### src/include/rcc_pkg.sv
// package for the reset cause controller: constants, modes and carrier structs
package rcc_pkg;
  localparam logic [7:0] FLASH_RESET_KEY  = 8'h55;
  localparam logic [4:0] WDOG_EN_CODE_A   = 5'h0A;
  localparam logic [4:0] WDOG_EN_CODE_B   = 5'h15;
  localparam logic [4:0] WDOG_EN_RESET    = 5'h0A;
  localparam logic [2:0] WDOG_SEL_RESET   = 3'h3;
  localparam logic [7:0] PORT_RESET       = 8'hFF;
  localparam logic [7:0] ZERO_BYTE        = 8'h00;
  localparam int         CLK_MHZ          = 200;
  localparam int         SRESET_DELAY_NS  = 100;
  localparam int         SRESET_CYCLES    = (SRESET_DELAY_NS * CLK_MHZ + 999) / 1000;
  localparam int         RESET_PULSE_CYC  = 4;
  localparam int         WDOG_W           = 19;
  localparam int         TB_W             = 16;

  typedef enum logic [1:0] {
    RCC_MODE_FAST,
    RCC_MODE_SLOW,
    RCC_MODE_IDLE,
    RCC_MODE_SLEEP
  } rcc_mode_t;

  typedef enum logic [2:0] {
    RCC_CAUSE_NONE,
    RCC_CAUSE_POWER_ON,
    RCC_CAUSE_LOW_VOLT,
    RCC_CAUSE_WDOG_RUN,
    RCC_CAUSE_WDOG_SLEEP,
    RCC_CAUSE_FLASH,
    RCC_CAUSE_WDOG_FIELD
  } rcc_cause_t;

  // core reset requests sent out to the rest of the device
  typedef struct packed {
    logic full_reset;
    logic pc_sp_reset;
    logic intr_disable;
    logic timers_off;
    logic ports_input;
  } rcc_core_rst_t;

  // reset-cause flags
  typedef struct packed {
    logic watchdog_timeout_flag;
    logic power_down_flag;
    logic low_voltage_reset_flag;
    logic wdog_register_reset_flag;
  } rcc_flags_t;
endpackage

### src/rtl/rcc_delay.sv
// one-shot delay: pulses done a fixed number of cycles after start
module rcc_delay #(
  parameter int CYCLES = 20
) (
  // clock and reset
  input  wire logic sys_clk,
  input  wire logic rst_n,
  // control
  input  wire logic start,
  input  wire logic cancel,
  output logic      busy,
  output logic      done
);
  localparam int CW = $clog2(CYCLES + 1);
  logic [CW-1:0] count_reg;

  always_ff @(posedge sys_clk or negedge rst_n) begin
    if (!rst_n) begin
      count_reg <= '0;
      busy      <= 1'b0;
      done      <= 1'b0;
    end else begin
      done <= 1'b0;
      if (cancel) begin
        busy      <= 1'b0;
        count_reg <= '0;
      end else if (start && !busy) begin
        busy      <= 1'b1;
        count_reg <= CW'(CYCLES - 1);
      end else if (busy) begin
        if (count_reg == '0) begin
          busy <= 1'b0;
          done <= 1'b1;
        end else begin
          count_reg <= count_reg - 1'b1;
        end
      end
    end
  end
endmodule

### src/rtl/rcc_top.sv
// reset cause controller: reset generation, watchdog and reset-cause flags
module rcc_top #(
  parameter int SRESET_CYC = rcc_pkg::SRESET_CYCLES,
  parameter int PULSE_CYC  = rcc_pkg::RESET_PULSE_CYC
) (
  // clock and reset (rst_n is the power-on reset)
  input  wire logic                   sys_clk,
  input  wire logic                   rst_n,
  // asynchronous sources
  input  wire logic                   low_voltage_reset,
  input  wire logic                   lirc_tick,
  // core status
  input  wire rcc_pkg::rcc_mode_t     op_mode,
  input  wire logic                   wdog_clear,
  // flash control write
  input  wire logic                   flash_ctl_second_wr,
  input  wire logic [7:0]             flash_ctl_second_reg,
  // watchdog control write
  input  wire logic                   wdog_ctl_wr,
  input  wire logic [4:0]             wdog_enable_field,
  input  wire logic [2:0]             wdog_period_sel,
  // flag writes from software: lvr and wrf writes, a power-down set, and one clear for timeout and power-down
  input  wire logic                   lvr_flag_wr,
  input  wire logic                   lvr_flag_wdata,
  input  wire logic                   wrf_flag_wr,
  input  wire logic                   wrf_flag_wdata,
  input  wire logic                   pdf_set,
  input  wire logic                   status_clr,
  // outputs
  output rcc_pkg::rcc_core_rst_t      core_rst,
  output rcc_pkg::rcc_flags_t         flags,
  output rcc_pkg::rcc_cause_t         last_cause,
  output logic [7:0]                  program_counter_low_byte,
  output logic [7:0]                  port_data,
  output logic [7:0]                  port_dir,
  output logic [4:0]                  wdog_enable_reg,
  output logic [2:0]                  wdog_sel_reg
);
  logic [1:0] lv_sync_reg;
  logic [1:0] tick_sync_reg;
  logic       tick_prev_reg;
  logic       lv_prev_reg;
  logic       por_pending_reg;
  logic [rcc_pkg::WDOG_W-1:0] wdog_cnt_reg;
  logic [rcc_pkg::TB_W-1:0]   tb_cnt_reg;
  logic [3:0] pulse_cnt_reg;
  logic       field_bad;
  logic       field_busy;
  logic       field_done;
  logic       tick_rise;
  logic       lv_event;
  logic       flash_event;
  logic       wdog_expire;
  logic       sleeping;
  logic       wdog_full;
  logic       wdog_part;
  logic       any_full;

  function automatic logic field_ok(input logic [4:0] f);
    return (f == rcc_pkg::WDOG_EN_CODE_A) || (f == rcc_pkg::WDOG_EN_CODE_B);
  endfunction

  function automatic logic [rcc_pkg::WDOG_W-1:0] wdog_limit(input logic [2:0] s);
    case (s)
      3'h0:    return rcc_pkg::WDOG_W'(1) << 8;
      3'h1:    return rcc_pkg::WDOG_W'(1) << 10;
      3'h2:    return rcc_pkg::WDOG_W'(1) << 12;
      3'h3:    return rcc_pkg::WDOG_W'(1) << 14;
      default: return rcc_pkg::WDOG_W'(1) << (5'(s) + 5'h0B);
    endcase
  endfunction

  // synchronisers for the pin-level inputs
  always_ff @(posedge sys_clk or negedge rst_n) begin
    if (!rst_n) begin
      lv_sync_reg   <= 2'h0;
      tick_sync_reg <= 2'h0;
      tick_prev_reg <= 1'b0;
      lv_prev_reg   <= 1'b0;
    end else begin
      lv_sync_reg   <= {lv_sync_reg[0], low_voltage_reset};
      tick_sync_reg <= {tick_sync_reg[0], lirc_tick};
      tick_prev_reg <= tick_sync_reg[1];
      lv_prev_reg   <= lv_sync_reg[1];
    end
  end

  assign sleeping    = (op_mode == rcc_pkg::RCC_MODE_IDLE) || (op_mode == rcc_pkg::RCC_MODE_SLEEP);
  assign tick_rise   = tick_sync_reg[1] && !tick_prev_reg;
  // the low-voltage detector is off in sleep and idle
  assign lv_event    = lv_sync_reg[1] && !lv_prev_reg && !sleeping;
  assign flash_event = flash_ctl_second_wr && (flash_ctl_second_reg == rcc_pkg::FLASH_RESET_KEY);
  assign wdog_expire = tick_rise && field_ok(wdog_enable_reg) && (wdog_cnt_reg == wdog_limit(wdog_sel_reg) - 1'b1);
  // run-mode time-out is a full reset
  assign wdog_full   = wdog_expire && !sleeping;
  // sleep time-out is a partial reset
  assign wdog_part   = wdog_expire && sleeping;
  assign field_bad   = !field_ok(wdog_enable_reg);
  assign any_full    = flash_event || wdog_full || lv_event || field_done;

  // delayed reset after a bad enable field
  rcc_delay #(
    .CYCLES (SRESET_CYC)
  ) u_field_delay (
    .sys_clk (sys_clk),
    .rst_n   (rst_n),
    .start   (field_bad),
    .cancel  (any_full),
    .busy    (field_busy),
    .done    (field_done)
  );

  // watchdog control register; a full reset restores its reset value
  always_ff @(posedge sys_clk or negedge rst_n) begin
    if (!rst_n) begin
      wdog_enable_reg <= rcc_pkg::WDOG_EN_RESET;
      wdog_sel_reg    <= rcc_pkg::WDOG_SEL_RESET;
    end else if (any_full) begin
      wdog_enable_reg <= rcc_pkg::WDOG_EN_RESET;
      wdog_sel_reg    <= rcc_pkg::WDOG_SEL_RESET;
    end else if (wdog_ctl_wr) begin
      wdog_enable_reg <= wdog_enable_field;
      wdog_sel_reg    <= wdog_period_sel;
    end
  end

  // counters cleared on any reset, watchdog restarts at once
  always_ff @(posedge sys_clk or negedge rst_n) begin
    if (!rst_n) begin
      wdog_cnt_reg <= '0;
      tb_cnt_reg   <= '0;
    end else if (any_full || wdog_expire || wdog_clear || wdog_ctl_wr) begin
      wdog_cnt_reg <= '0;
      tb_cnt_reg   <= (any_full || wdog_expire) ? '0 : tb_cnt_reg;
    end else if (tick_rise) begin
      wdog_cnt_reg <= wdog_cnt_reg + 1'b1;
      tb_cnt_reg   <= tb_cnt_reg + 1'b1;
    end
  end

  // reset-cause flags, all cleared by power-on; one process so the struct has one driver
  always_ff @(posedge sys_clk or negedge rst_n) begin
    if (!rst_n) begin
      flags <= '0;
    end else begin
      if (wdog_expire) begin
        // timeout set, power-down kept in run mode
        flags.watchdog_timeout_flag <= 1'b1;
        if (sleeping) begin
          flags.power_down_flag <= 1'b1;
        end
      end else if (status_clr) begin
        flags.watchdog_timeout_flag <= 1'b0;
        flags.power_down_flag       <= 1'b0;
      end else if (pdf_set) begin
        flags.power_down_flag <= 1'b1;
      end
      // low-voltage flag set; cleared only by a software zero, set wins
      if (lv_event) begin
        flags.low_voltage_reset_flag <= 1'b1;
      end else if (lvr_flag_wr && !lvr_flag_wdata) begin
        flags.low_voltage_reset_flag <= 1'b0;
      end
      // field reset flag, set wins over software clear
      if (field_done) begin
        flags.wdog_register_reset_flag <= 1'b1;
      end else if (wrf_flag_wr) begin
        flags.wdog_register_reset_flag <= wrf_flag_wdata;
      end
    end
  end

  // reset pulse stretcher and cause record
  always_ff @(posedge sys_clk or negedge rst_n) begin
    if (!rst_n) begin
      pulse_cnt_reg   <= 4'(PULSE_CYC);
      por_pending_reg <= 1'b1;
      last_cause      <= rcc_pkg::RCC_CAUSE_POWER_ON;
    end else begin
      if (any_full) begin
        pulse_cnt_reg <= 4'(PULSE_CYC);
      end else if (pulse_cnt_reg != 4'h0) begin
        pulse_cnt_reg <= pulse_cnt_reg - 1'b1;
      end
      if (pulse_cnt_reg == 4'h1) begin
        por_pending_reg <= 1'b0;
      end
      if (flash_event) begin
        last_cause <= rcc_pkg::RCC_CAUSE_FLASH;
      end else if (lv_event) begin
        last_cause <= rcc_pkg::RCC_CAUSE_LOW_VOLT;
      end else if (field_done) begin
        last_cause <= rcc_pkg::RCC_CAUSE_WDOG_FIELD;
      end else if (wdog_full) begin
        last_cause <= rcc_pkg::RCC_CAUSE_WDOG_RUN;
      end else if (wdog_part) begin
        last_cause <= rcc_pkg::RCC_CAUSE_WDOG_SLEEP;
      end
    end
  end

  // core reset requests
  always_ff @(posedge sys_clk or negedge rst_n) begin
    if (!rst_n) begin
      core_rst <= '1;
    end else begin
      core_rst.full_reset   <= any_full || (pulse_cnt_reg > 4'h1);
      // only pc and stack pointer on sleep time-out
      // pc zero, stack top on full reset
      core_rst.pc_sp_reset  <= any_full || wdog_part || (pulse_cnt_reg > 4'h1);
      core_rst.intr_disable <= por_pending_reg && (pulse_cnt_reg > 4'h1);
      core_rst.timers_off   <= por_pending_reg && (pulse_cnt_reg > 4'h1);
      core_rst.ports_input  <= any_full || (pulse_cnt_reg > 4'h1);
    end
  end

  // ports to all-ones inputs; pc low byte cleared
  always_ff @(posedge sys_clk or negedge rst_n) begin
    if (!rst_n) begin
      port_data                <= rcc_pkg::PORT_RESET;
      port_dir                 <= rcc_pkg::PORT_RESET;
      program_counter_low_byte <= rcc_pkg::ZERO_BYTE;
    end else begin
      if (any_full) begin
        port_data <= rcc_pkg::PORT_RESET;
        port_dir  <= rcc_pkg::PORT_RESET;
      end
      if (any_full || wdog_part) begin
        program_counter_low_byte <= rcc_pkg::ZERO_BYTE;
      end
    end
  end
endmodule

### config.mk
export PLATFORM = sky130hd
export DESIGN_NAME = rcc_top
export DESIGN_NICKNAME = d
export VERILOG_FILES = /design/src/include/rcc_pkg.sv /design/src/rtl/rcc_delay.sv /design/src/rtl/rcc_top.sv
export SDC_FILE = /design/constraint.sdc
export NUM_CORES = 1
export LEC_CHECK = 0
export BUFFER_PORTS_ARGS = -buffer_cell sky130_fd_sc_hd__buf_4
export CAP_MARGIN = 20
export CORE_UTILIZATION = 52
export DETAILED_ROUTE_END_ITERATION = 10
export PLACE_DENSITY = 0.77
export SETUP_SLACK_MARGIN = 0.4
export SYNTH_ARGS = -nofsm -noshare
export SYNTH_HDL_FRONTEND = slang
export SYNTH_HIERARCHICAL = 1
export SYNTH_SLANG_ARGS = --single-unit
export TNS_END_PERCENT = 100
### constraint.sdc
create_clock -name sys_clk -period 3.9 [get_ports sys_clk]
set_clock_uncertainty 0.1 [all_clocks]
set_input_delay 0.78 -clock sys_clk [delete_from_list [all_inputs] [get_ports sys_clk]]
set_output_delay 0.78 -clock sys_clk [all_outputs]
set_load 0.01 [all_outputs]
# Yosys cells after proc, flatten, opt, wreduce, memory -nomap -nowiden
# Cells that the tools add are included.
dict set report totals {
  register_bits 55
  input_bits 31
  out_inout_bits 44
  word_cells 116
}
dict set report classes {
  addsub 5
  magnitude_cmp 1
  n_eq_ne 12
  n_shift 1
  mux 35
  n_reduce_logical 42
}
# cell count
set op_table {}
lappend op_table {{case mux 19 bit (4 select lines)} 1}
lappend op_table {{two-way mux 19 bit} 2}
lappend op_table {{two-way mux 5 bit} 6}
lappend op_table {{two-way mux 3 bit} 7}
lappend op_table {{adder 19 x 1 -> 19 bit, second input constant} 1}
lappend op_table {{equality test 19 bit} 1}
lappend op_table {{left shift 1 x 5 -> 19 bit, first input constant} 1}
lappend op_table {{subtractor 19 x 1 -> 19 bit, second input constant} 1}
lappend op_table {{two-way mux 1 bit} 16}
lappend op_table {{nonzero test 2 bit} 6}
lappend op_table {{logical AND 1 bit} 11}
lappend op_table {{logical OR 1 bit} 11}
lappend op_table {{equality test 8 x 7 -> 1 bit, second input constant} 1}
lappend op_table {{two-way mux 4 bit} 2}
lappend op_table {{equality test 3 x 2 -> 1 bit, second input constant} 2}
lappend op_table {{logical NOT 1 bit} 6}
lappend op_table {{nonzero test 3 bit} 2}
lappend op_table {{adder 3 x 4 -> 5 bit, second input constant} 1}
lappend op_table {{equality test 5 x 4 -> 1 bit, second input constant} 1}
lappend op_table {{equality test 5 bit, second input constant} 1}
lappend op_table {{logical NOT 5 bit} 1}
lappend op_table {{nonzero test 5 bit} 1}
lappend op_table {{subtractor 5 x 1 -> 5 bit, second input constant} 1}
lappend op_table {{equality test 2 bit, second input constant} 2}
lappend op_table {{other kinds (10)} 11}

# Longest topological paths before layout
# Gate-level depths: netlist of the first run.
dict set report depth {
  depth_word 14
  mapped_depth 13
  ltp_nobuf 12
}

# Cells and area by module
# Netlist of the first run, hierarchy kept.
# mod n_inst cells_per_inst area_per_inst_um2 seq_area_each_um2
set by_module_without_submodules {}
lappend by_module_without_submodules {rcc_top 1 273 2661.3 1213.7}
lappend by_module_without_submodules {rcc_delay 1 34 362.8 175.2}

# Worst setup path before layout of the first run
# Ideal clock, no wire load.
dict set report synth_path {
  path_type {register to register}
  from {register wdog_sel_reg[0]}
  to {register u_field_delay.count_reg[0]}
  setup_ps 82
  t_arrival_ps 2614
  required_ps 3718
  setup_slack_ps 1104
  path_stages_with_launch 14
  path_buffers 1
  synth_period_minus_slack_ps 2796
  path_cell_list {dfstp_2 -> buf_4 -> nor2_1 -> inv_1 -> ha_1 -> nor3b_1 -> xnor2_1 -> a41oi_1 -> nor2_1 -> nand4_1 -> o21a_1 -> clkinv_1 -> a31o_2 -> a31oi_1}
}
dict set report synth_via {
  elab_chain_cells 12
  elab_cells_between_ends 18
  classes_between {2 x add/sub; 5 x eq/ne; 1 x shift; 2 x mux; 8 x reduce/logical}
}
# item line_no
set synth_rtl {}
lappend synth_rtl {{from (decl)} rcc_top.sv:37} ;# output logic [2:0] wdog_sel_reg
lappend synth_rtl {{from (signal assigned)} rcc_top.sv:117} ;# wdog_sel_reg <= rcc_pkg::WDOG_SEL_RESET;
lappend synth_rtl {{from (signal assigned)} rcc_top.sv:120} ;# wdog_sel_reg <= rcc_pkg::WDOG_SEL_RESET;
lappend synth_rtl {{from (signal assigned)} rcc_top.sv:123} ;# wdog_sel_reg <= wdog_period_sel;
lappend synth_rtl {{adder 3 x 4 -> 5 bit} rcc_top.sv:69} ;# default: return rcc_pkg::WDOG_W'(1) << (5'(s) + 5'h0B);
lappend synth_rtl {{left shift 1 x 5 -> 19 bit} rcc_top.sv:69}
lappend synth_rtl {{case mux 19 bit (4 select lines) (*)} rcc_top.sv:64} ;# case (s)
lappend synth_rtl {{subtractor 19 x 1 -> 19 bit (*)} rcc_top.sv:93} ;# assign wdog_expire = tick_rise && field_ok(wdog_enable_reg) && (wdog_cnt_reg == wdog_limit(wdog_sel_reg) - 1'b ...
lappend synth_rtl {{equality test 19 bit (*)} rcc_top.sv:93}
lappend synth_rtl {{logical AND 1 bit (*)} rcc_top.sv:93}
lappend synth_rtl {{logical AND 1 bit (*)} rcc_top.sv:95} ;# assign wdog_full = wdog_expire && !sleeping;
lappend synth_rtl {{logical OR 1 bit (*) (3 in series)} rcc_top.sv:99} ;# assign any_full = flash_event || wdog_full || lv_event || field_done;
lappend synth_rtl {{net any_full} rcc_top.sv:57} ;# logic any_full;
lappend synth_rtl {{!= test 3 x 2 -> 1 bit (no source line) or nonzero test 3 bit (tied branches)} n/a}
lappend synth_rtl {{AND reduction 2 bit (no source line)} n/a}
lappend synth_rtl {{to (signal assigned)} rcc_delay.sv:29} ;# count_reg <= CW'(CYCLES - 1);
lappend synth_rtl {{to (signal assigned)} rcc_delay.sv:35} ;# count_reg <= count_reg - 1'b1;
lappend synth_rtl {{to (decl)} rcc_delay.sv:15} ;# logic [CW-1:0] count_reg;
# Mark *: on every way through the listed nets, which the timed path passes. The rest lies on a longest branch.
# A chain may end at the register's enable or synchronous reset.

# Final worst setup path of the first run
dict set report layout_path {
  from {register wdog_sel_reg[1]}
  to {register u_field_delay.count_reg[0]}
}
# The elaborated chain is that of the path after synthesis.

==> summary.txt, run 1 <==
Grt ovf = 0
Area Growth Syn to Fin = 13.20%
Total Die Area = 6125 µm²
Sequential fraction of the synthesis area = 0.4592
TritonCTS clock tree = done
Setup tns final = 0 ns
Skew-Pair Late Insertion Delay = 0.31 ns
Worst hold path type = register to register
Power per cell area = 477.1 nW/µm²
Port Buffer Count = 49
Nets = 391
Top cells by count, synth = 45 x dfrtp_1, 42 x nor2_1, 27 x buf_4
Via-per-instance ratio = 5.218
Antenna Violating Nets Remaining = 0
Final hold viol count = 0
Setup WS pre-CTS = 0.8722 ns
Switching fraction of total power = 0.3436
Crit path largest cell delay = 0.70 ns
Drt total wl = 5541 µm
Dpl cells = 418
Routed len/inst = 13.01 µm
Fin crit share = 0.7843
Met1 GRT Util = 0.2496
Filler cells = 489
Synth Instances = 307
Synth top area cells = dfrtp_1 37%, dfstp_2 8.7%, buf_4 6.7%, nor2_1 5.2%, xnor2_1 4.6%
Startpoint class of the critical path = register
Area occupied by multi-input gates = 1424 µm²
Worst path required time = 4.03 ns
Die W = 78.26 µm
Peak supply drop = 0.0003515 V
Max Cap Viol = 0
Type of the worst setup path = register to register
Initial antenna violation count = 0
H-tree depth = 2
Post-synth top flop = dfrtp_1
Top Family by Delay on Critical Path = compound AO/OA/AOI/OAI gates
Cell Count, Final, Fillers Out = 426
Reg power frac = 0.484
Post-synth top area cell = dfrtp_1
Top cell type's share of synthesized area = 0.3724
Yosys reg bits = 55
TritonRoute pass-1 iters = 4
Core Region = 5540 µm²
Vias in the first global route = 2096
Via count = 2223
RSZ-0062 raised after global routing = false
Fmax = 326.9 MHz
Maximum clock path buffer count = 2
Ant. Diodes = 0
Initial core utilization = 0.5458
Grt peak-use layer = met2
Outcome = finished, final reports clean
Inserted Clock Buffers = 5
Synth cell types = 59
Comb pwr share = 0.328
Layout cells sized above 1 = 0.2288
Post-synth EDFFs = 0
Ys Warns = 6
RD Place Congestion = 0.8106
Met3 global-route usage = 0.03023
Post-DP HPWL = 4039 µm
Final setup viols = 0
Max reg flops = 19
Sw power = 561.2 µW
DR iter-0 viols = 112
Pin count of the biggest net entering global routing = 56
Gr usage total = 0.1939
Setup Fix Bufs, Post-CTS = 0
# resized after CTS = 0
Reg area = 1389 µm²
Crit-path cells = nor2_1 > inv_1 > ha_1 > nor3b_1 > xnor2_1 > a41oi_1 > nor2_1 > nand4_1 > o21a_1 > clkinv_1 > a31o_2 > a31oi_1
Syn avg cell area = 9.851 µm²
Cell internal pwr = 1.072 mW
Reg clk slew, reported paths = 0.10 ns
CP Max Fanout = 16
Final Slew Violations = 0
Most frequent cell after synthesis = dfrtp_1
Worst EP arrival = 3.18 ns
GR Layer Usage met2 = 0.3351
Hold Buf Count CTS = 0
Pleak = 1.578 nW
Slowest-stage cell, CP = dfstp_2
I/O Pins = 75
Most used cell, CP = nor2_1
CTS root buffer = clkbuf_8
Final Critical Period = 3.059 ns
PnR worst setup slack = 0.8413 ns
Async S/R FF share, synth = 1.000
Die height = 78.26 µm
Worst-Margin Slew = 0.6810 ns
Post-Synthesis Cell Area = 3024 µm²
Finished Core Util = 0.6179
Row cnt = 27
Global-route wire length before repair = 9328 µm
Power share of the clock group = 0.188
DRC Markers = 0
Critical path buffers and inverters = 2
Worst Setup End Kind = register
Slew headroom = 0.5460
Num Clock Sinks = 55
cell usage in the layout, fill, tap and decap left out, types with 3 or more instances in the layout:
cell      instances
buf_4            51
dfrtp_1          45
nor2_1           42
conb_1           24
nand2_1          20
xnor2_1          16
inv_1            13
a21oi_1          10
nand3_1          10
dfstp_2          10
nor3_1            9
xor2_1            9
mux2i_1           9
o21ai_0           7
ha_1              7
and2_1            5
clkbuf_8          5
nor2b_1           4
nor4bb_1          3
and3_1            3
nand2b_1          3
area by class of cell:
type,instances,share of cell area
Multi-Input combinational cell,226,0.4159
Sequential cell,55,0.4057
Timing Repair Buffer,51,0.1118
Tap cell,72,0.02632
Clock buffer,6,0.02120
Inverter,14,0.01535
Clock inverter,2,0.003655
layer usage:
metal	part of all wire	vias to the layer above	wire length (µm)
met3	0.049	6	271
met2	0.49	72	2726
li1	-	1083	-
met1	0.45	1062	2495
met4	0.0085	0	47
met5	0	-	0
stage by stage:
stage | area [µm²] | total power, mW | hold slack, ns
after global placement | 3338 | 1.308 | 0.2343
final | 3423 | 1.633 | 0.2574
after global routing | 3423 | 1.741 | 0.2656
after detailed placement | 3338 | 1.336 | 0.2387
after floorplan | 3107 | 1.179 | 0.2312
after CTS | 3423 | 1.642 | 0.2613
cells by family (layout without fill, tap and decap cells):
kind of cell / Yosys count / count (layout) / synth area share
multiplexers: 11 / 11 / 0.03848
XOR/XNOR: 25 / 25 / 0.07240
AND/OR/NAND/NOR: 119 / 119 / 0.2065
adder cells (fa/ha/maj): 7 / 7 / 0.02896
buffers and inverters: 48 / 73 / 0.09722
AO/OA/AOI/OAI: 40 / 40 / 0.09474
other: 2 / 24 / 0.002483
flip-flops: 55 / 55 / 0.4592
final timing paths:
| kind | startpoint | to | slack (ns) | cells after the start |
|---|---|---|---|---|
| min in group asynchronous | rst_n | wdog_cnt_reg[3] | 0.40 | 1 |
| worst min-delay path | tick_sync_reg[0] | tick_sync_reg[1] | 0.26 | 0 |
| worst min register to register | tick_sync_reg[0] | tick_sync_reg[1] | 0.26 | 0 |
| max in group asynchronous | rst_n | u_field_delay/count_reg[3] | 2.84 | 1 |
| worst max register to register | wdog_sel_reg[1] | u_field_delay/count_reg[0] | 0.84 | 12 |
| worst max-delay path | wdog_sel_reg[1] | u_field_delay/count_reg[0] | 0.84 | 12 |
power groups by stage:
stage / Combinational, mW / Clock (mW) / Sequential (mW)
6_report: 0.536 / 0.307 / 0.790
3_5_place_dp: 0.539 / 0 / 0.798
5_1_grt: 0.602 / 0.335 / 0.804
3_3_place_gp: 0.515 / 0 / 0.793
4_1_cts: 0.541 / 0.314 / 0.788
2_1_floorplan: 0.410 / 0 / 0.768
Power figures use the tool's default switching activity.
==> run 2, diff against run 1 <==
--- a/config.mk
+++ b/config.mk
@@ -5,11 +5,12 @@
 export SDC_FILE = /design/constraint.sdc
 export NUM_CORES = 1
 export LEC_CHECK = 0
+export ABC_AREA = 1
 export BUFFER_PORTS_ARGS = -buffer_cell sky130_fd_sc_hd__buf_4
 export CAP_MARGIN = 20
 export CORE_UTILIZATION = 52
 export DETAILED_ROUTE_END_ITERATION = 10
-export PLACE_DENSITY = 0.77
+export PLACE_DENSITY = 0.76
 export SETUP_SLACK_MARGIN = 0.4
 export SYNTH_ARGS = -nofsm -noshare
 export SYNTH_HDL_FRONTEND = slang
==> constraint.sdc (replaced) <==
create_clock -name sys_clk -period 3.05 [get_ports sys_clk]
set_clock_uncertainty 0.1 [all_clocks]
set_input_delay 0.61 -clock sys_clk [delete_from_list [all_inputs] [get_ports sys_clk]]
set_output_delay 0.61 -clock sys_clk [all_outputs]
set_load 0.01 [all_outputs]
==> summary.txt, run 2 <==
Outcome = finished, final reports clean
Post-synth top area cell = dfrtp_1
Post-DP HPWL = 5398 µm
Ys Warns = 6
Top cell type's share of synthesized area = 0.3266
Most common cell after layout, fill and taps aside = nand2_1
Post-Synthesis Cell Area = 3448 µm²
Syn avg cell area = 7.448 µm²
Type of the worst setup path = register to register
CTS root buffer = clkbuf_8
Gr usage total = 0.2271
Fin crit share = 0.8157
Dpl cells = 586
Power share of the clock group = 0.161
Cell internal pwr = 1.497 mW
CP Max Fanout = 5
Global-route wire length before repair = 12940 µm
Critical path destination = u_field_delay/count_reg[4]
Async S/R FF share, synth = 1.000
Hold Buf Count CTS = 0
Final Slew Violations = 0
Row cnt = 29
Grt ovf = 0
TritonRoute pass-1 iters = 4
Worst path required time = 3.20 ns
RSZ-0062 raised after global routing = false
Area occupied by multi-input gates = 1744 µm²
TritonCTS clock tree = done
Setup tns final = 0 ns
Port Buffer Count = 49
Power per cell area = 622.0 nW/µm²
Cell Count, Final, Fillers Out = 600
Fmax = 401.9 MHz
Worst EP arrival = 2.64 ns
R2r endpoint = u_field_delay/count_reg[4]
Startpoint class of the critical path = register
Antenna Violating Nets Remaining = 0
Worst hold path type = input pin to asynchronous set/reset pin
Sequential fraction of the synthesis area = 0.4028
Synth cell types = 33
Reg power frac = 0.401
Comb pwr share = 0.438
H-tree depth = 2
Routed len/inst = 12.32 µm
Filler cells = 565
I/O Pins = 75
Synth top area cells = dfrtp_1 33%, nand2_1 12%, dfstp_2 7.6%, inv_1 6.9%, nor2_1 6.2%
Layout cells sized above 1 = 0.2180
Ant. Diodes = 0
DR iter-0 viols = 176
Leading cell types in the layout, fill and taps excluded = 114 x nand2_1, 60 x inv_1, 60 x buf_4, 52 x nor2_1, 45 x dfrtp_1
Worst Setup End Kind = register
Top cells by count, synth = 114 x nand2_1, 63 x inv_1, 57 x nor2_1
Die W = 83.44 µm
Drt total wl = 7389 µm
Pleak = 2.036 nW
Skew-Pair Late Insertion Delay = 0.31 ns
Post-synth top flop = dfrtp_1
Peak supply drop = 0.0005109 V
Final setup viols = 0
Worst-Margin Slew = 0.7001 ns
Core Region = 6386 µm²
Via count = 3019
RD Place Congestion = 0.9085
Reg area = 1389 µm²
Final Critical Period = 2.488 ns
Post-synth EDFFs = 0
Vias in the first global route = 2946
Pin count of the biggest net entering global routing = 56
Max Cap Viol = 0
Total Die Area = 6961 µm²
Worst r2r src = wdog_sel_reg[0]
Final hold viol count = 0
Synth Instances = 463
Yosys reg bits = 55
CP startpoint = wdog_sel_reg[0]
Switching fraction of total power = 0.4014
Initial core utilization = 0.5400
Sw power = 1.004 mW
Maximum clock path buffer count = 2
DRC Markers = 0
R2R cell count = 18
Die height = 83.44 µm
Initial antenna violation count = 0
Max reg flops = 19
Num Clock Sinks = 55
Reg clk slew, reported paths = 0.10 ns
Most frequent cell after synthesis = nand2_1
Slew headroom = 0.5333
Area Growth Syn to Fin = 16.62%
Nets = 560
Inserted Clock Buffers = 5
Worst R2R Setup Slack = 0.56 ns
Via-per-instance ratio = 5.032
run 2: cell count changes after synthesis, sizes merged, moves of 11 or more:
cell	delta
nand3	+26
nor2	+21
nand2	+101
nand4	+11
nor3	+15
inv	+53
run 2: worst min path at each step:
stage / cells past startpoint / slack [ns] / start / endpoint
global placement: 0 / 0.23 / lv_sync_reg[0] / lv_sync_reg[1]
global route: 0 / 0.28 / tick_sync_reg[0] / tick_sync_reg[1]
detailed placement: 0 / 0.24 / tick_sync_reg[0] / tick_sync_reg[1]
finish: 1 / 0.24 / rst_n / flags[1]
CTS: 0 / 0.26 / tick_sync_reg[0] / tick_sync_reg[1]
floorplan: 0 / 0.21 / rst_n / flags[0]
run 2: critical path, cell delays in order, from the launching register on:
cell     delay, ns
dfstp_2       0.59
inv_2         0.05
nand2_2       0.09
ha_4          0.21
inv_2         0.08
nand3_4       0.12
nor2_4        0.14
nor2_1        0.05
nor2_1        0.10
nand2_1       0.07
nand3_2       0.07
inv_1         0.06
nand4_1       0.11
nand3_4       0.14
inv_4         0.09
nand2_2       0.06
a21oi_4       0.17
nand2_1       0.07
nand2_1       0.07
run 2: timing repair:
| action | in CTS | in global routing |
|---|---|---|
| setup buffers | 3 | 3 |
| pin swaps | 1 | 6 |
| gates resized for setup | 3 | 18 |
| endpoints found under the setup margin | 32 | 44 |
run 2: through the flow:
| stage | area [µm²] | setup slack, ns | hold slack [ns] | util | total power [mW] |
|---|---|---|---|---|---|
| final | 4021 | 0.5620 | 0.2441 | 0.6297 | 2.501 |
| after global routing | 4021 | 0.3850 | 0.2760 | 0.6297 | 2.719 |
| after CTS | 3924 | 0.4082 | 0.2634 | 0.6144 | 2.466 |
| after detailed placement | 3800 | 0.2370 | 0.2402 | 0.5950 | 2.030 |
| after global placement | 3800 | 0.3443 | 0.2348 | 0.5950 | 1.983 |
| after floorplan | 3531 | 0.4261 | 0.2144 | - | 1.738 |
run 2: kinds of logic after synthesis:
group | after synthesis | share of synthesized area
xor gates and xnor gates | 19 | 0.04826
buffers and inverters | 96 | 0.1393
muxes | 1 | 0.002903
adders and majority gates | 7 | 0.02540
other | 2 | 0.002178
and+or+nand+nor | 263 | 0.3440
DFF | 55 | 0.4028
AOI/OAI and AO/OA | 20 | 0.03520
run 2: layout make-up:
class | instances | share of cell area
Multi-Input combinational cell | 334 | 0.4337
Sequential cell | 55 | 0.3454
Timing Repair Buffer | 60 | 0.1120
Inverter | 66 | 0.06223
Tap cell | 77 | 0.02396
Clock buffer | 5 | 0.01711
Clock inverter | 3 | 0.005600
run 2: metal layers:
layer / share of wire / wire [µm] / track usage
met3: 0.043 / 319 / 0.04672
met4: 0.0074 / 55 / 0.07550
met1: 0.46 / 3415 / 0.2957
met2: 0.49 / 3599 / 0.3793
met5: 0 / 0 / 0
run 2: power by group through the flow:
stage          sequential, mW  combinational [mW]  clock [mW]
2_1_floorplan            1.03               0.706           0
3_3_place_gp             1.01               0.971           0
3_5_place_dp             1.02                1.01           0
4_1_cts                 0.999                1.04       0.424
5_1_grt                  1.02                1.24       0.453
6_report                 1.00                1.10       0.403
==> run 3, diff against run 2 <==
--- a/config.mk
+++ b/config.mk
@@ -8,7 +8,7 @@
 export ABC_AREA = 1
 export BUFFER_PORTS_ARGS = -buffer_cell sky130_fd_sc_hd__buf_4
 export CAP_MARGIN = 20
-export CORE_UTILIZATION = 52
+export CORE_UTILIZATION = 50
 export DETAILED_ROUTE_END_ITERATION = 10
 export PLACE_DENSITY = 0.76
 export SETUP_SLACK_MARGIN = 0.4
==> constraint.sdc (replaced) <==
create_clock -name sys_clk -period 2.05 [get_ports sys_clk]
set_clock_uncertainty 0.1 [all_clocks]
set_input_delay 0.41 -clock sys_clk [delete_from_list [all_inputs] [get_ports sys_clk]]
set_output_delay 0.41 -clock sys_clk [all_outputs]
set_load 0.01 [all_outputs]
==> summary.txt, run 3 (same netlist as run 2, synthesis figures left out) <==
Outcome = finished, violations left
Violated checks = setup timing
Pleak = 2.319 nW
Drt total wl = 9103 µm
Post-Layout Inst Area = 4663 µm²
Via count = 3332
I/O Pins = 75
RSZ-0062 raised after global routing = true
RD Place Congestion = 0.8622
Type of the worst setup path = register to register
Ant. Diodes = 0
Worst EP arrival = 2.66 ns
Vias in the first global route = 3178
Skew-Pair Late Insertion Delay = 0.32 ns
Worst r2r src = wdog_sel_reg[1]
Leading cell types in the layout, fill and taps excluded = 108 x nand2_1, 88 x buf_4, 58 x inv_1, 48 x nor2_1, 44 x dfrtp_1
R2R cell count = 16
Total Die Area = 7233 µm²
Final Critical Period = 2.553 ns
Max reg flops = 19
Area after DPL = 4165 µm²
Post-DP HPWL = 6121 µm
Final setup viols = 45
DR iter-0 viols = 194
Slowest-stage cell, CP = dfstp_2
Worst hold path type = input pin to asynchronous set/reset pin
Finished Core Util = 0.7180
Die height = 85.05 µm
Area Growth Syn to Fin = 35.23%
Fmax = 391.7 MHz
TritonCTS clock tree = done
Nets = 601
Max Cap Viol = 0
Layout cells sized above 1 = 0.3351
Via-per-instance ratio = 5.198
Initial core utilization = 0.5309
H-tree depth = 2
Die W = 85.05 µm
Maximum clock path buffer count = 2
Reg clk slew, reported paths = 0.11 ns
Core Region = 6495 µm²
Critical path buffers and inverters = 4
Crit path largest cell delay = 0.56 ns
Crit-path cells = inv_2 > nand2_4 > ha_4 > inv_4 > nand3_4 > nor2_2 > nand2_1 > nand3_2 > nand2_2 > nor2_2 > nand4_1 > nand3_4 > clkinv_4 > buf_6 > nand3_1 > nand2_1
Worst-Margin Slew = 0.6984 ns
Num Clock Sinks = 55
Worst R2R Setup Slack = -0.50 ns
Fin crit share = 1.245
Most common cell after layout, fill and taps aside = nand2_1
Hold Buf Count CTS = 0
Row cnt = 29
Grt ovf = 0
Final Slew Violations = 0
CTS root buffer = clkbuf_8
Power per cell area = 901.1 nW/µm²
Antenna Violating Nets Remaining = 0
Pin count of the biggest net entering global routing = 56
Met3 global-route usage = 0.03794
Global-route wire length before repair = 13810 µm
Startpoint class of the critical path = register
Grt peak-use layer = met2
Met1 GRT Util = 0.3001
R2r endpoint = u_field_delay/count_reg[0]
Inserted Clock Buffers = 5
PnR worst setup slack = -0.5028 ns
Top Family by Delay on Critical Path = simple AND/OR/NAND/NOR gates
Worst path required time = 2.16 ns
Final hold viol count = 0
Slew headroom = 0.5344
Initial antenna violation count = 0
CP Max Fanout = 7
TritonRoute pass-1 iters = 4
GR Layer Usage met2 = 0.4245
Port Buffer Count = 49
Filler cells = 481
DRC Markers = 0
Routed len/inst = 14.20 µm
Peak supply drop = 0.0007883 V
Gr usage total = 0.2405
Worst Setup End Kind = register
-- run 3: changes by cell type in the layout (fill, tap and decap cells not counted), sizes merged --
cell | before | now
buf | 60 | 99
clkinv | 2 | 1
clkbuf | 5 | 7
clkinvlp | 0 | 1
-- run 3: how the worst max path moves through the flow --
| stage | start | end | slack (ns) | cells past startpoint |
|---|---|---|---|---|
| 3_3_place_gp | wdog_sel_reg[1] | wdog_cnt_reg[12] | -0.31 | 16 |
| 6_report | wdog_sel_reg[1] | u_field_delay/count_reg[0] | -0.50 | 16 |
| 2_1_floorplan | wdog_sel_reg[1] | u_field_delay/count_reg[0] | -0.41 | 19 |
| 4_1_cts | wdog_sel_reg[1] | u_field_delay/count_reg[4] | -0.33 | 18 |
| 3_5_place_dp | wdog_sel_reg[1] | u_field_delay/count_reg[4] | -0.37 | 18 |
| 5_1_grt | wdog_sel_reg[0] | u_field_delay/count_reg[0] | -0.60 | 16 |
-- run 3: repair_timing --
action | in CTS | in global routing
endpoints found under the setup margin | 47 | 48
resized for setup | 19 | 43
gates cloned | 0 | 2
setup buffers | 7 | 6
pin swaps | 11 | 24
hold endpoints to repair | 0 | 0
-- run 3: per-layer routing --
layer  wire (µm)  up-vias
li1            -     1602
met1        3659     1583
met2        4733      123
met3         485       24
met4         224        0
met5           0        -
-- run 3: cell type report --
class | count | area [µm²] | share of cell area
Tap cell | 77 | 96.34 | 0.02066
Timing Repair Buffer | 101 | 860.8 | 0.1846
Inverter | 66 | 257.7 | 0.05527
Multi-Input combinational cell | 334 | 1962 | 0.4207
Sequential cell | 55 | 1390 | 0.2981
Clock buffer | 5 | 68.82 | 0.01476
Clock inverter | 3 | 27.53 | 0.005903
-- run 3: power breakdown --
| group | internal, mW | total (mW) | switching [mW] |
|---|---|---|---|
| clock | 0.254 | 0.654 | 0.400 |
| sequential | 1.32 | 1.50 | 0.176 |
| combinational | 0.884 | 2.05 | 1.16 |
| total | 2.46 | 4.20 | 1.74 |
-- run 3: per-stage QoR --
step	TNS (ns)	power (mW)	hold WS [ns]	setup WS, ns	std cells
final	-19.22	4.202	0.03758	-0.5028	641
after global routing	-23.82	4.491	0.07282	-0.6023	641
after CTS	-10.32	3.987	0.05547	-0.3301	633
after detailed placement	-12.00	3.225	0.2385	-0.3710	618
after global placement	-10.34	3.148	0.2366	-0.3140	618
after floorplan	-8.568	2.672	0.01441	-0.4082	485
